<file path="config.mk">
export PLATFORM = sky130hd
export DESIGN_NAME = scsp_clock_select
export DESIGN_NICKNAME = d
export VERILOG_FILES = /design/src/scsp_pkg.sv /design/src/scsp_clock_select.sv
export VERILOG_INCLUDE_DIRS = /design/src
export SDC_FILE = /design/constraint.sdc
export NUM_CORES = 1
export LEC_CHECK = 0
export ABC_AREA = 1
export BUFFER_PORTS_ARGS = -buffer_cell sky130_fd_sc_hd__buf_4
export CORE_MARGIN = 2
export CORE_UTILIZATION = 33
export CTS_CLUSTER_DIAMETER = 40
export DETAILED_ROUTE_END_ITERATION = 10
export PLACE_DENSITY_LB_ADDON = 0.3
export SYNTH_ARGS = -nofsm -noshare
export SYNTH_HDL_FRONTEND = slang
export SYNTH_SLANG_ARGS = --single-unit
</file>
<file path="constraint.sdc">
create_clock -name clk -period 9.7 [get_ports clk]
set_input_delay 1.94 -clock clk [delete_from_list [all_inputs] [get_ports clk]]
set_output_delay 1.94 -clock clk [all_outputs]
set_load 0.005 [all_outputs]
</file>
<file path="src/scsp_params.svh">
// constants for the system clock source and prescaler block
// assumes a single 50 MHz core clock; all clock sources arrive as sampled levels
`ifndef SCSP_PARAMS_SVH
`define SCSP_PARAMS_SVH

`define SCSP_SEL_WAKEUP 2'h0
`define SCSP_SEL_PLL_PRESC 2'h2
`define SCSP_SEL_DIRECT 2'h3
`define SCSP_DIV_W 10
`define SCSP_FACTOR_W 11
`define SCSP_MAX_FACTOR 11'h400
`define SCSP_DIV_RESET 10'h000
`define SCSP_SEL_RESET 2'h0

`endif

</file>
<file path="src/scsp_pkg.sv">
// types for the system clock source and prescaler block
// assumes scsp_params.svh supplies the numeric constants
`include "scsp_params.svh"

package scsp_pkg;
	typedef enum logic [2:0] {
		SCSP_MODE_OFF,
		SCSP_MODE_WAKEUP,
		SCSP_MODE_PLL,
		SCSP_MODE_PRESC,
		SCSP_MODE_DIRECT
	} scsp_mode_t;

	typedef enum logic {
		SCSP_SW_RUN,
		SCSP_SW_DRAIN
	} scsp_sw_t;

	typedef logic [`SCSP_DIV_W-1:0] scsp_div_t;
	typedef logic [`SCSP_FACTOR_W-1:0] scsp_factor_t;
endpackage

</file>
<file path="src/scsp_clock_select.sv">
// system clock source selection with direct drive, pll, wakeup and output prescaler
// assumes every clock source and config input is already synchronous to clk
`timescale 1ns/10ps
`default_nettype none
`include "scsp_params.svh"

module scsp_clock_select
	import scsp_pkg::*;
(
	input  wire logic               clk,                     // core clock 50 MHz
	input  wire logic               rstn,                    // async reset, active low
	input  wire logic [1:0]         sys_clock_source_select, // source select field
	input  wire logic               vco_bypass_bit,          // 1 = prescaler, 0 = pll
	input  wire scsp_pkg::scsp_div_t output_prescaler_divider, // factor minus one
	input  wire logic               osc_use_internal,        // 1 = internal source
	input  wire logic               direct_clock_input,      // direct drive pin level
	input  wire logic               crystal_input,           // crystal oscillator level
	input  wire logic               internal_clock_input,    // internal source level
	input  wire logic               wakeup_clock_input,      // wakeup source level
	input  wire logic               pll_clock_input,         // pll output level
	output logic                    pll_enable,              // pll requested
	output scsp_pkg::scsp_factor_t  output_prescaler_factor, // active factor
	output logic                    sys_clock_out            // generated system clock
);
	import scsp_pkg::*;

	scsp_mode_t   cfg_mode;
	scsp_mode_t   act_mode;
	scsp_mode_t   next_act_mode;
	scsp_div_t    act_div;
	scsp_div_t    next_act_div;
	scsp_sw_t     sw_state;
	scsp_sw_t     next_sw_state;
	scsp_factor_t cnt;
	scsp_factor_t next_cnt;
	scsp_factor_t factor;
	scsp_factor_t hi_len;
	logic         osc_q;
	logic         next_osc_q;
	logic         osc_now;
	logic         osc_rise;
	logic         changed;
	logic         raw;
	logic         next_out;
	logic         load;

	always_comb
	begin
		if (sys_clock_source_select == `SCSP_SEL_DIRECT)
			cfg_mode = SCSP_MODE_DIRECT;
		else if (sys_clock_source_select == `SCSP_SEL_WAKEUP)
			cfg_mode = SCSP_MODE_WAKEUP;
		else if (sys_clock_source_select == `SCSP_SEL_PLL_PRESC)
			cfg_mode = vco_bypass_bit ? SCSP_MODE_PRESC : SCSP_MODE_PLL;
		else
			cfg_mode = SCSP_MODE_OFF; // unused code holds the clock low
	end

	assign factor = {1'b0, act_div} + 11'h001;
	assign hi_len = factor - (factor >> 1);
	assign osc_now = osc_use_internal ? internal_clock_input : crystal_input;
	// a false rise right after reset only moves the counter, and every switch reloads it
	assign osc_rise = osc_now & ~osc_q;
	// a new divider only matters while the prescaler is the chosen source
	assign changed = (cfg_mode != act_mode) ||
		((cfg_mode == SCSP_MODE_PRESC) && (output_prescaler_divider != act_div));
	assign load = (sw_state == SCSP_SW_DRAIN) && !sys_clock_out;
	assign pll_enable = (cfg_mode == SCSP_MODE_PLL) || (act_mode == SCSP_MODE_PLL);
	assign output_prescaler_factor = factor;

	always_comb
	begin
		next_osc_q = osc_now;
		next_cnt = cnt;
		if ((act_mode == SCSP_MODE_PRESC) && osc_rise)
			next_cnt = (cnt == factor - 11'h001) ? 11'h000 : cnt + 11'h001;
		case (act_mode)
			SCSP_MODE_DIRECT: raw = direct_clock_input;
			SCSP_MODE_WAKEUP: raw = wakeup_clock_input;
			SCSP_MODE_PLL:    raw = pll_clock_input;
			SCSP_MODE_PRESC:  raw = (act_div == `SCSP_DIV_RESET) ? osc_now : (next_cnt < hi_len);
			default:          raw = 1'b0;
		endcase
		next_act_mode = act_mode;
		next_act_div = act_div;
		next_sw_state = sw_state;
		next_out = raw;
		case (sw_state)
			SCSP_SW_RUN:
			begin
				if (changed)
					next_sw_state = SCSP_SW_DRAIN;
			end
			SCSP_SW_DRAIN:
			begin
				// keep the running clock until it falls on its own, so no high pulse is cut
				if (load)
				begin
					next_act_mode = cfg_mode;
					next_act_div = output_prescaler_divider;
					next_cnt = {1'b0, output_prescaler_divider}; // first edge lands on zero
					next_out = 1'b0;
					next_sw_state = SCSP_SW_RUN;
				end
			end
			default: next_sw_state = SCSP_SW_RUN;
		endcase
	end

	always_ff @(posedge clk or negedge rstn)
	begin
		if (!rstn)
		begin
			act_mode <= SCSP_MODE_WAKEUP;
			act_div <= `SCSP_DIV_RESET;
			sw_state <= SCSP_SW_RUN;
			cnt <= 11'h000;
			osc_q <= 1'b0;
			sys_clock_out <= 1'b0;
		end
		else
		begin
			act_mode <= next_act_mode;
			act_div <= next_act_div;
			sw_state <= next_sw_state;
			cnt <= next_cnt;
			osc_q <= next_osc_q;
			sys_clock_out <= next_out;
		end
	end

	logic steady;
	assign steady = (sw_state == SCSP_SW_RUN) && !changed;

	// source rises seen while the divided clock is high; a cut high phase shows a short count
	scsp_factor_t hi_rises;
	scsp_factor_t next_hi_rises;

	always_comb
	begin
		next_hi_rises = hi_rises;
		if (!sys_clock_out)
			next_hi_rises = 11'h000;
		else if (osc_rise)
			next_hi_rises = hi_rises + 11'h001;
	end

	always_ff @(posedge clk or negedge rstn)
	begin
		if (!rstn)
			hi_rises <= 11'h000;
		else
			hi_rises <= next_hi_rises;
	end

	a_direct_follow: assert property (@(posedge clk) disable iff (!rstn)
		steady && act_mode == SCSP_MODE_DIRECT |=> sys_clock_out == $past(direct_clock_input))
		else $error("direct drive does not follow input");
	a_wakeup_follow: assert property (@(posedge clk) disable iff (!rstn)
		steady && act_mode == SCSP_MODE_WAKEUP |=> sys_clock_out == $past(wakeup_clock_input))
		else $error("wakeup mode does not follow wakeup clock");
	a_pll_follow: assert property (@(posedge clk) disable iff (!rstn)
		steady && act_mode == SCSP_MODE_PLL |=> sys_clock_out == $past(pll_clock_input)
		&& pll_enable)
		else $error("pll mode output wrong");
	a_presc_mode: assert property (@(posedge clk) disable iff (!rstn)
		steady && act_mode == SCSP_MODE_PRESC && act_div == 10'h000 && osc_use_internal
		|=> sys_clock_out == $past(internal_clock_input))
		else $error("prescaler does not take the internal source");
	a_factor_value: assert property (@(posedge clk) disable iff (!rstn)
		steady && act_mode == SCSP_MODE_PRESC
		|-> output_prescaler_factor == {1'b0, output_prescaler_divider} + 11'h001)
		else $error("factor is not divider plus one");
	a_pass_through: assert property (@(posedge clk) disable iff (!rstn)
		steady && act_mode == SCSP_MODE_PRESC && act_div == 10'h000 && !osc_use_internal
		|=> sys_clock_out == $past(crystal_input))
		else $error("factor one does not pass crystal through");
	a_cnt_bound: assert property (@(posedge clk) disable iff (!rstn)
		act_mode == SCSP_MODE_PRESC |-> cnt < factor && factor <= `SCSP_MAX_FACTOR)
		else $error("prescaler count beyond 1024");
	a_rise_at_zero: assert property (@(posedge clk) disable iff (!rstn)
		steady && act_mode == SCSP_MODE_PRESC && act_div != 10'h000 && $rose(sys_clock_out)
		|-> cnt == 11'h000 && $past(osc_rise))
		else $error("divided clock rose off its count");
	a_switch_low: assert property (@(posedge clk) disable iff (!rstn)
		sw_state == SCSP_SW_DRAIN && sys_clock_out |=> sw_state == SCSP_SW_DRAIN)
		else $error("source switched while clock high");
	a_no_runt: assert property (@(posedge clk) disable iff (!rstn)
		$changed(act_mode) || $changed(act_div) |-> !sys_clock_out && !$past(sys_clock_out))
		else $error("source changed around a high output");
	a_full_high: assert property (@(posedge clk) disable iff (!rstn)
		steady && act_mode == SCSP_MODE_PRESC && act_div != 10'h000 && $fell(sys_clock_out)
		|-> hi_rises == ({1'b0, act_div} + 11'h002) >> 1)
		else $error("divided clock high phase cut short");
	a_presc_hold: assert property (@(posedge clk) disable iff (!rstn)
		steady && act_mode == SCSP_MODE_PRESC && act_div != 10'h000 && !osc_rise
		|=> sys_clock_out == $past(sys_clock_out))
		else $error("divided clock moved without a source rise");
	a_pll_idle: assert property (@(posedge clk) disable iff (!rstn)
		steady && act_mode != SCSP_MODE_PLL |-> !pll_enable)
		else $error("pll enabled outside pll mode");

	c_direct: cover property (@(posedge clk) disable iff (!rstn)
		act_mode == SCSP_MODE_DIRECT && $rose(sys_clock_out));
	c_presc_max: cover property (@(posedge clk) disable iff (!rstn)
		act_mode == SCSP_MODE_PRESC && act_div == 10'h3FF && $rose(sys_clock_out));
	c_switch: cover property (@(posedge clk) disable iff (!rstn)
		sw_state == SCSP_SW_DRAIN ##1 sw_state == SCSP_SW_RUN);
	c_pll: cover property (@(posedge clk) disable iff (!rstn)
		act_mode == SCSP_MODE_PLL && $rose(sys_clock_out));
	c_pass_internal: cover property (@(posedge clk) disable iff (!rstn)
		act_mode == SCSP_MODE_PRESC && act_div == 10'h000 && osc_use_internal
		&& $rose(sys_clock_out));
endmodule
`default_nettype wire

</file>
==> results.md, run 1 <==
- Met3 Resource Use GR: 0.8511%
- Distinct cell type count of the synthesized netlist: 40
- Clock sinks: 27
- Detailed Place HPWL: around 6500 um
- Fin. Hold Viols: 0
- Buf/Inv on CP: 3
- Share of cells above drive strength 1: between 10% and 20%
- Via count: 2,848
- CP top delay family: buffers and inverters
- Skew-Pair Late Insertion Delay: 0.27 ns
- Setup violations, final: 0
- Post-CTS setup buffers: 0
- Total gr overflow: 0
- Slowest Stage Delay on Critical Path: 0.18 ns
- Num CTS Buffers: 3
- Cell Pwr Density: 385.7 mW/mm2
- Slew HR: 68.42%
- Post-Syn Instances: 451
- EDFF count, synth: 0
- CTS root buf: clkbuf_8
- Static Leak: 1.806 nW
- Fillers: ~960
- Max-slew violations: 0
- Post-synthesis sequential area ratio: a little under a quarter
- First-pass GRT wire length: 13,080 um
- Ys Warns: 0
- Worst IR Drop VDD: 122.8 uV
- P_sw: about 720 uW
- Clk slew on worst S/H paths: 0.09 ns
- N_diodes: 0
- RSZ-0062 raised after global routing: no
- Placer Congestion: 0.9630
- Remaining DRCs: 0
- Crit Path Max Fanout: 3
- Post-synth top cells: nand2_1, inv_1, ha_1, nand3_1, dfrtp_1
- CP arrival: 2.57 ns
- R2R Path Start: act_div[0]
- Routed WL per cell: 13.02 um
- #FFs+latches synth: 27
- FFs w/ async S/R, synth: 100.0%
- Crit path kind: in -> out
- Pre-Repair DR Iteration Count: 4
- Hold_sp: act_mode[1]
- Synth area leader: dfrtp_1
- H-tree levels: 1
- Synth top area share: 22.10%
- Port-buffer cells: 33
- Site Rows: 34
- Area contributors post-synth: dfrtp_1, nand2_1, ha_1, inv_1, nand3_1
- Worst Setup Start Kind: primary input
- Worst slew pin tran: 0.4693 ns
- Hold Path Class: reg -> reg
- Die ar.: 0.009693 mm2
- Syn-to-layout area delta: 13.94%
- Clock Skew: 0.005984 ns
- Vias in the first global route: 2,787
- Hold_buf cts: 0
- Initial Utilization: 33.92%
- Die Y: about 100 um
- Syn avg cell area: 6.528 um2
- Min cycle time layout: 4.507 ns
- Gr usage total: 16.32%
- Power Total: 1.294 mW
- Clock Path Buffers: 2
- Antenna-violating nets left: 0
- FMAX: 221.9 MHz
- Clock Power Share: 4.8%
- Die width: 98.46 um
- Most numerous cell on the critical path: buf_4
- Most Used Layer, Global Route: met2
- Comb pwr share: 77.4%
- Setup_tns: 0 ns
- Outcome: finished, final reports clean
- Largest net degree at the start of global routing: 30
- Crit-path cells: buf_4, nor2_1, inv_1, o22ai_1, buf_4
- Register area: 676.9 um2
- Mapped Area: 0.002944 mm2
- Core area: 0.008678 mm2
- Cell with the most instances after synthesis: nand2_1
- Global routing usage on met1: between 20% and 30%
- Initial antenna violation count: 0
- Sequential share of power: about 18%
- CTS tree: done
- Net Sw Frac: 55.39%
- Maxcap violations: 0
- First-iteration detailed-routing DRC count: ~150
- Nets@finish: 536
- Post-synth top flop: dfrtp_1
- Area of the multi-input gates: 0.001927 mm2
- Post-Route WL: 7697 um
- Internal power: 577.1 uW
- Synthesized Nets: 503
- Critical path required time: 7.76 ns
- Critical path startpoint: sys_clock_source_select[0]
- GR Util met2: around 28%
- Vias/cell: 4.819
- CP endpoint kind: primary output
- Fin crit share: 46.47%
- Post-CTS sizing: 0
- Io pins: 34
- Slowest cell on crit path: nor2_1
==> through the flow <==
step	setup slack (ns)	instance area [um2]	utilization (%)	std cells	hold slack, ns
after floorplan	5.474	2944	-	451	0.5431
after global placement	5.173	3309	38.13	587	0.5819
after detailed placement	5.163	3309	38.13	587	0.5965
after CTS	5.190	3354	38.65	591	0.6152
after global routing	4.959	3354	38.65	591	0.6433
final	5.193	3354	38.65	591	0.6042
==> power by group through the flow <==
stage / Combinational (mW) / Clock, mW / Sequential, mW
2_1_floorplan: 0.750 / 0 / 0.205
3_3_place_gp: 0.981 / 0 / 0.230
3_5_place_dp: 0.995 / 0 / 0.230
4_1_cts: 1.01 / 0.0647 / 0.228
5_1_grt: 1.15 / 0.0688 / 0.238
6_report: 1.00 / 0.0620 / 0.230
==> per-layer routing <==
layer / routed length, um / share of wire [%] / up-vias
li1: - / - / 1500
met1: 3790 / 49 / 1297
met2: 3609 / 47 / 45
met3: 193 / 2.5 / 6
met4: 104 / 1.4 / 0
met5: 0 / 0 / -
==> final timing paths <==
| check | end | slack (ns) | cells past startpoint |
|---|---|---|---|
| min reg2reg | act_mode[1] | 0.60 | 2 |
| max | pll_enable | 5.19 | 5 |
| max reg2reg | sys_clock_out | 5.34 | 22 |
| max in group asynchronous | act_mode[0] | 7.83 | 1 |
| min in group asynchronous | cnt[1] | 1.57 | 1 |
| min | act_mode[1] | 0.60 | 2 |
==> cell families (layout without fill, tap and decap cells) <==
logic type      Yosys count  count (layout)  synth area share, %
flops                    27              27                22.99
mux                       2               2               0.7225
buf+inv                  90             122                11.64
fa+ha+maj                31              31                13.43
simple gates            226             226                34.98
xor+xnor                 16              16                4.760
compound gates           59              59                11.48
==> state kept, by name, summed over array words and instances (netlist names) <==
signal         cells
sw_state           1
cnt               11
act_div           10
osc_q              1
sys_clock_out      1
act_mode           3
==> worst reg2reg max path, delay by kind of cell, from the launching register on <==
kind,cells,cell delay (ns)
adders and majority gates,3,1.00
and+or+nand+nor,7,0.83
DFF,1,0.63
buffers and inverters,3,0.25
AOI/OAI and AO/OA,8,1.16
muxes,1,0.37
==> layout by cell type (no fill, tap or decap), drive strengths merged, types with 3 or more instances in the layout <==
master   synthesis  routed
buf              2      34
nand3           30      30
o21bai           3       3
xor2            15      15
nand4           13      13
o2111ai          3       3
a21oi           16      16
clkbuf           4       4
inv             84      84
o21ai           29      29
nor3             5       5
nor2            32      32
or2              5       5
ha              30      30
dfrtp           26      26
nand2          136     136
==> layout make-up <==
cell class	count	area share, %
sequential	27	20.18
tap	108	4.028
inverter	84	9.399
multi-input combinational	334	57.44
timing repair buffer	34	7.609
clock buffer	4	1.343
(Power assumes the default switching activity.)
==> run 2, diff against run 1 <==
clock period = 4.44 ns   (was 9.7 ns; I/O delays follow)
==> run 2 against run 1 <==
  * Worst setup slack got worse by 4.7 ns
  * Via count rose by 5.0%
  * Highest routed layer unchanged
  * Sequential share of layout area fell by 0.17 points
  * Sequential cell count did not move
  * Non-clock buffer count rose by 1
  * Critical path depth rose by 22
  * Wire length rose by 6.3%
==> results.md, run 2 (synthesis results as in run 1) <==
- Static Leak: 1.812 nW
- Pre-Repair DR Iteration Count: 5
- Clk slew on worst S/H paths: 0.09 ns
- Placer Congestion: between 1 and 1.5
- Core area: around 0.0087 mm2
- Buf/Inv on CP: 3
- Met3 routed WL: 494 um
- Worst Setup Start Kind: register
- Share of cells above drive strength 1: roughly 16%
- Slowest Stage Delay on Critical Path: 0.46 ns
- Placed cells: 588
- Cell Pwr Density: 869.1 mW/mm2
- P_sw: around 1.6 mW
- CP endpoint kind: register
- Hold_buf cts: 0
- Net Sw Frac: 55.97%
- DP Area: 0.003317 mm2
- Outcome: finished, final reports clean
- Fin crit share: 88.22%
- Clock Power Share: 4.8%
- Remaining DRCs: 0
- Fin area: 0.003383 mm2
- Comb pwr share: 78.4%
- Gr usage total: 17.56%
- Routed WL per cell: roughly 14 um
- RSZ-0062 raised after global routing: no
- N_diodes: 0
- Highest routed layer: met4
- Total gr overflow: 0
- Fin. Hold Viols: 0
- Vias in the first global route: 2,993
- Skew-Pair Late Insertion Delay: 0.27 ns
- Die Y: 98.46 um
- Min cycle time layout: 3.917 ns
- First-iteration detailed-routing DRC count: roughly 180
- Vias/cell: 5.052
- Largest register by flop count: cnt
- Post-Route WL: 8179 um
- Antenna-violating nets left: 0
- Hold Path Class: in -> async
- Detailed Place HPWL: 6903 um
- Most numerous cell on the critical path: nand2_1
- FMAX: 255.3 MHz
- H-tree levels: 1
- Routed met1 length: 3791 um
- Num CTS Buffers: 3
- CTS tree: done
- CTS root buf: clkbuf_8
- Post-CTS setup buffers: 0
- Slowest cell on crit path: dfrtp_1
- Commonest non-fill, non-tap cell in the layout: nand2_1
- Via count: 2,991
- Clock Path Buffers: 2
- Crit path kind: reg -> reg
- Critical path required time: 4.64 ns
- Io pins: 34
- Nets@finish: 537
- Max-slew violations: 0
- Port-buffer cells: 33
- Die width: just under 100 um
- Worst IR Drop VDD: 256.3 uV
- Maxcap violations: 0
- DR WL met2: 3635 um
- Crit Path Max Fanout: 9
- CP arrival: 4.12 ns
- Setup violations, final: 0
- Initial Utilization: 33.92%
- Max reg flops: 11
- Post-CTS sizing: 0
- Die ar.: 0.009693 mm2
- Final cell count without fillers: 592
- Site Rows: 34
- Setup_tns: 0 ns
- Largest net degree at the start of global routing: 28
- Syn-to-layout area delta: 14.92%
- Top Registers: cnt x11, act_div x10, act_mode x3
- Most frequent cells in the layout: nand2_1, inv_1, buf_4, ha_1, nand3_1
- Sequential share of power: 16.8%
- CP top delay family: simple AND/OR/NAND/NOR gates
- First-pass GRT wire length: 14,030 um
- Clock sinks: 27
- Worst slew pin tran: 0.5572 ns
- Internal power: 1.295 mW
- Slew HR: 62.81%
- Clock Skew: 0.003095 ns
- Initial antenna violation count: 0
-- run 2: cell count changes in the layout (fill, tap and decap cells not counted), sizes merged --
| cell | change |
|---|---|
| buf | +1 |
-- run 2: per-layer routing --
layer  global-route usage, %  vias up
met5                       0        -
met4                   6.955        0
met1                   24.14     1371
met3                   1.702       20
met2                   28.52       99
li1                        -     1501
-- run 2: worst paths after layout --
| path | from | endpoint | slack, ns | cells after the start |
|---|---|---|---|---|
| setup / recovery | act_div[1] | sys_clock_out | 0.52 | 27 |
| hold / removal | rstn | act_div[0] | 0.51 | 1 |
| setup reg to reg | act_div[1] | sys_clock_out | 0.52 | 27 |
| hold reg to reg | act_mode[1] | act_mode[1] | 0.59 | 2 |
| max in group asynchronous | rstn | act_mode[0] | 3.62 | 1 |
| min in group clk | act_mode[1] | act_mode[1] | 0.59 | 2 |
-- run 2: stage by stage --
stage / total power, mW / setup slack [ns] / hold slack (ns) / util, %
6_report: 2.940 / 0.5232 / 0.5086 / 38.99
5_1_grt: 3.307 / 0.04494 / 0.5357 / 38.99
4_1_cts: 2.903 / 0.3474 / 0.5212 / 38.74
3_5_place_dp: 2.746 / 0.3735 / 0.5749 / 38.22
3_3_place_gp: 2.707 / 0.3989 / 0.5685 / 38.22
2_1_floorplan: 2.086 / 0.9587 / 0.5431 / -
-- run 2: final cells by class --
type	count	area, um2
fillers	960	5295
flip-flops and latches	27	676.9
clock buffers	4	45.04
well taps	108	135.1
multi-input cells	334	1948
repair buffers	35	262.8
inverters	84	315.3
-- run 2: power by group through the flow --
stage / Combinational [mW] / Clock, mW / Sequential [mW]
floorplan: 1.64 / 0 / 0.448
finish: 2.31 / 0.141 / 0.495
detailed placement: 2.25 / 0 / 0.494
global route: 2.64 / 0.155 / 0.512
global placement: 2.22 / 0 / 0.490
CTS: 2.27 / 0.145 / 0.489
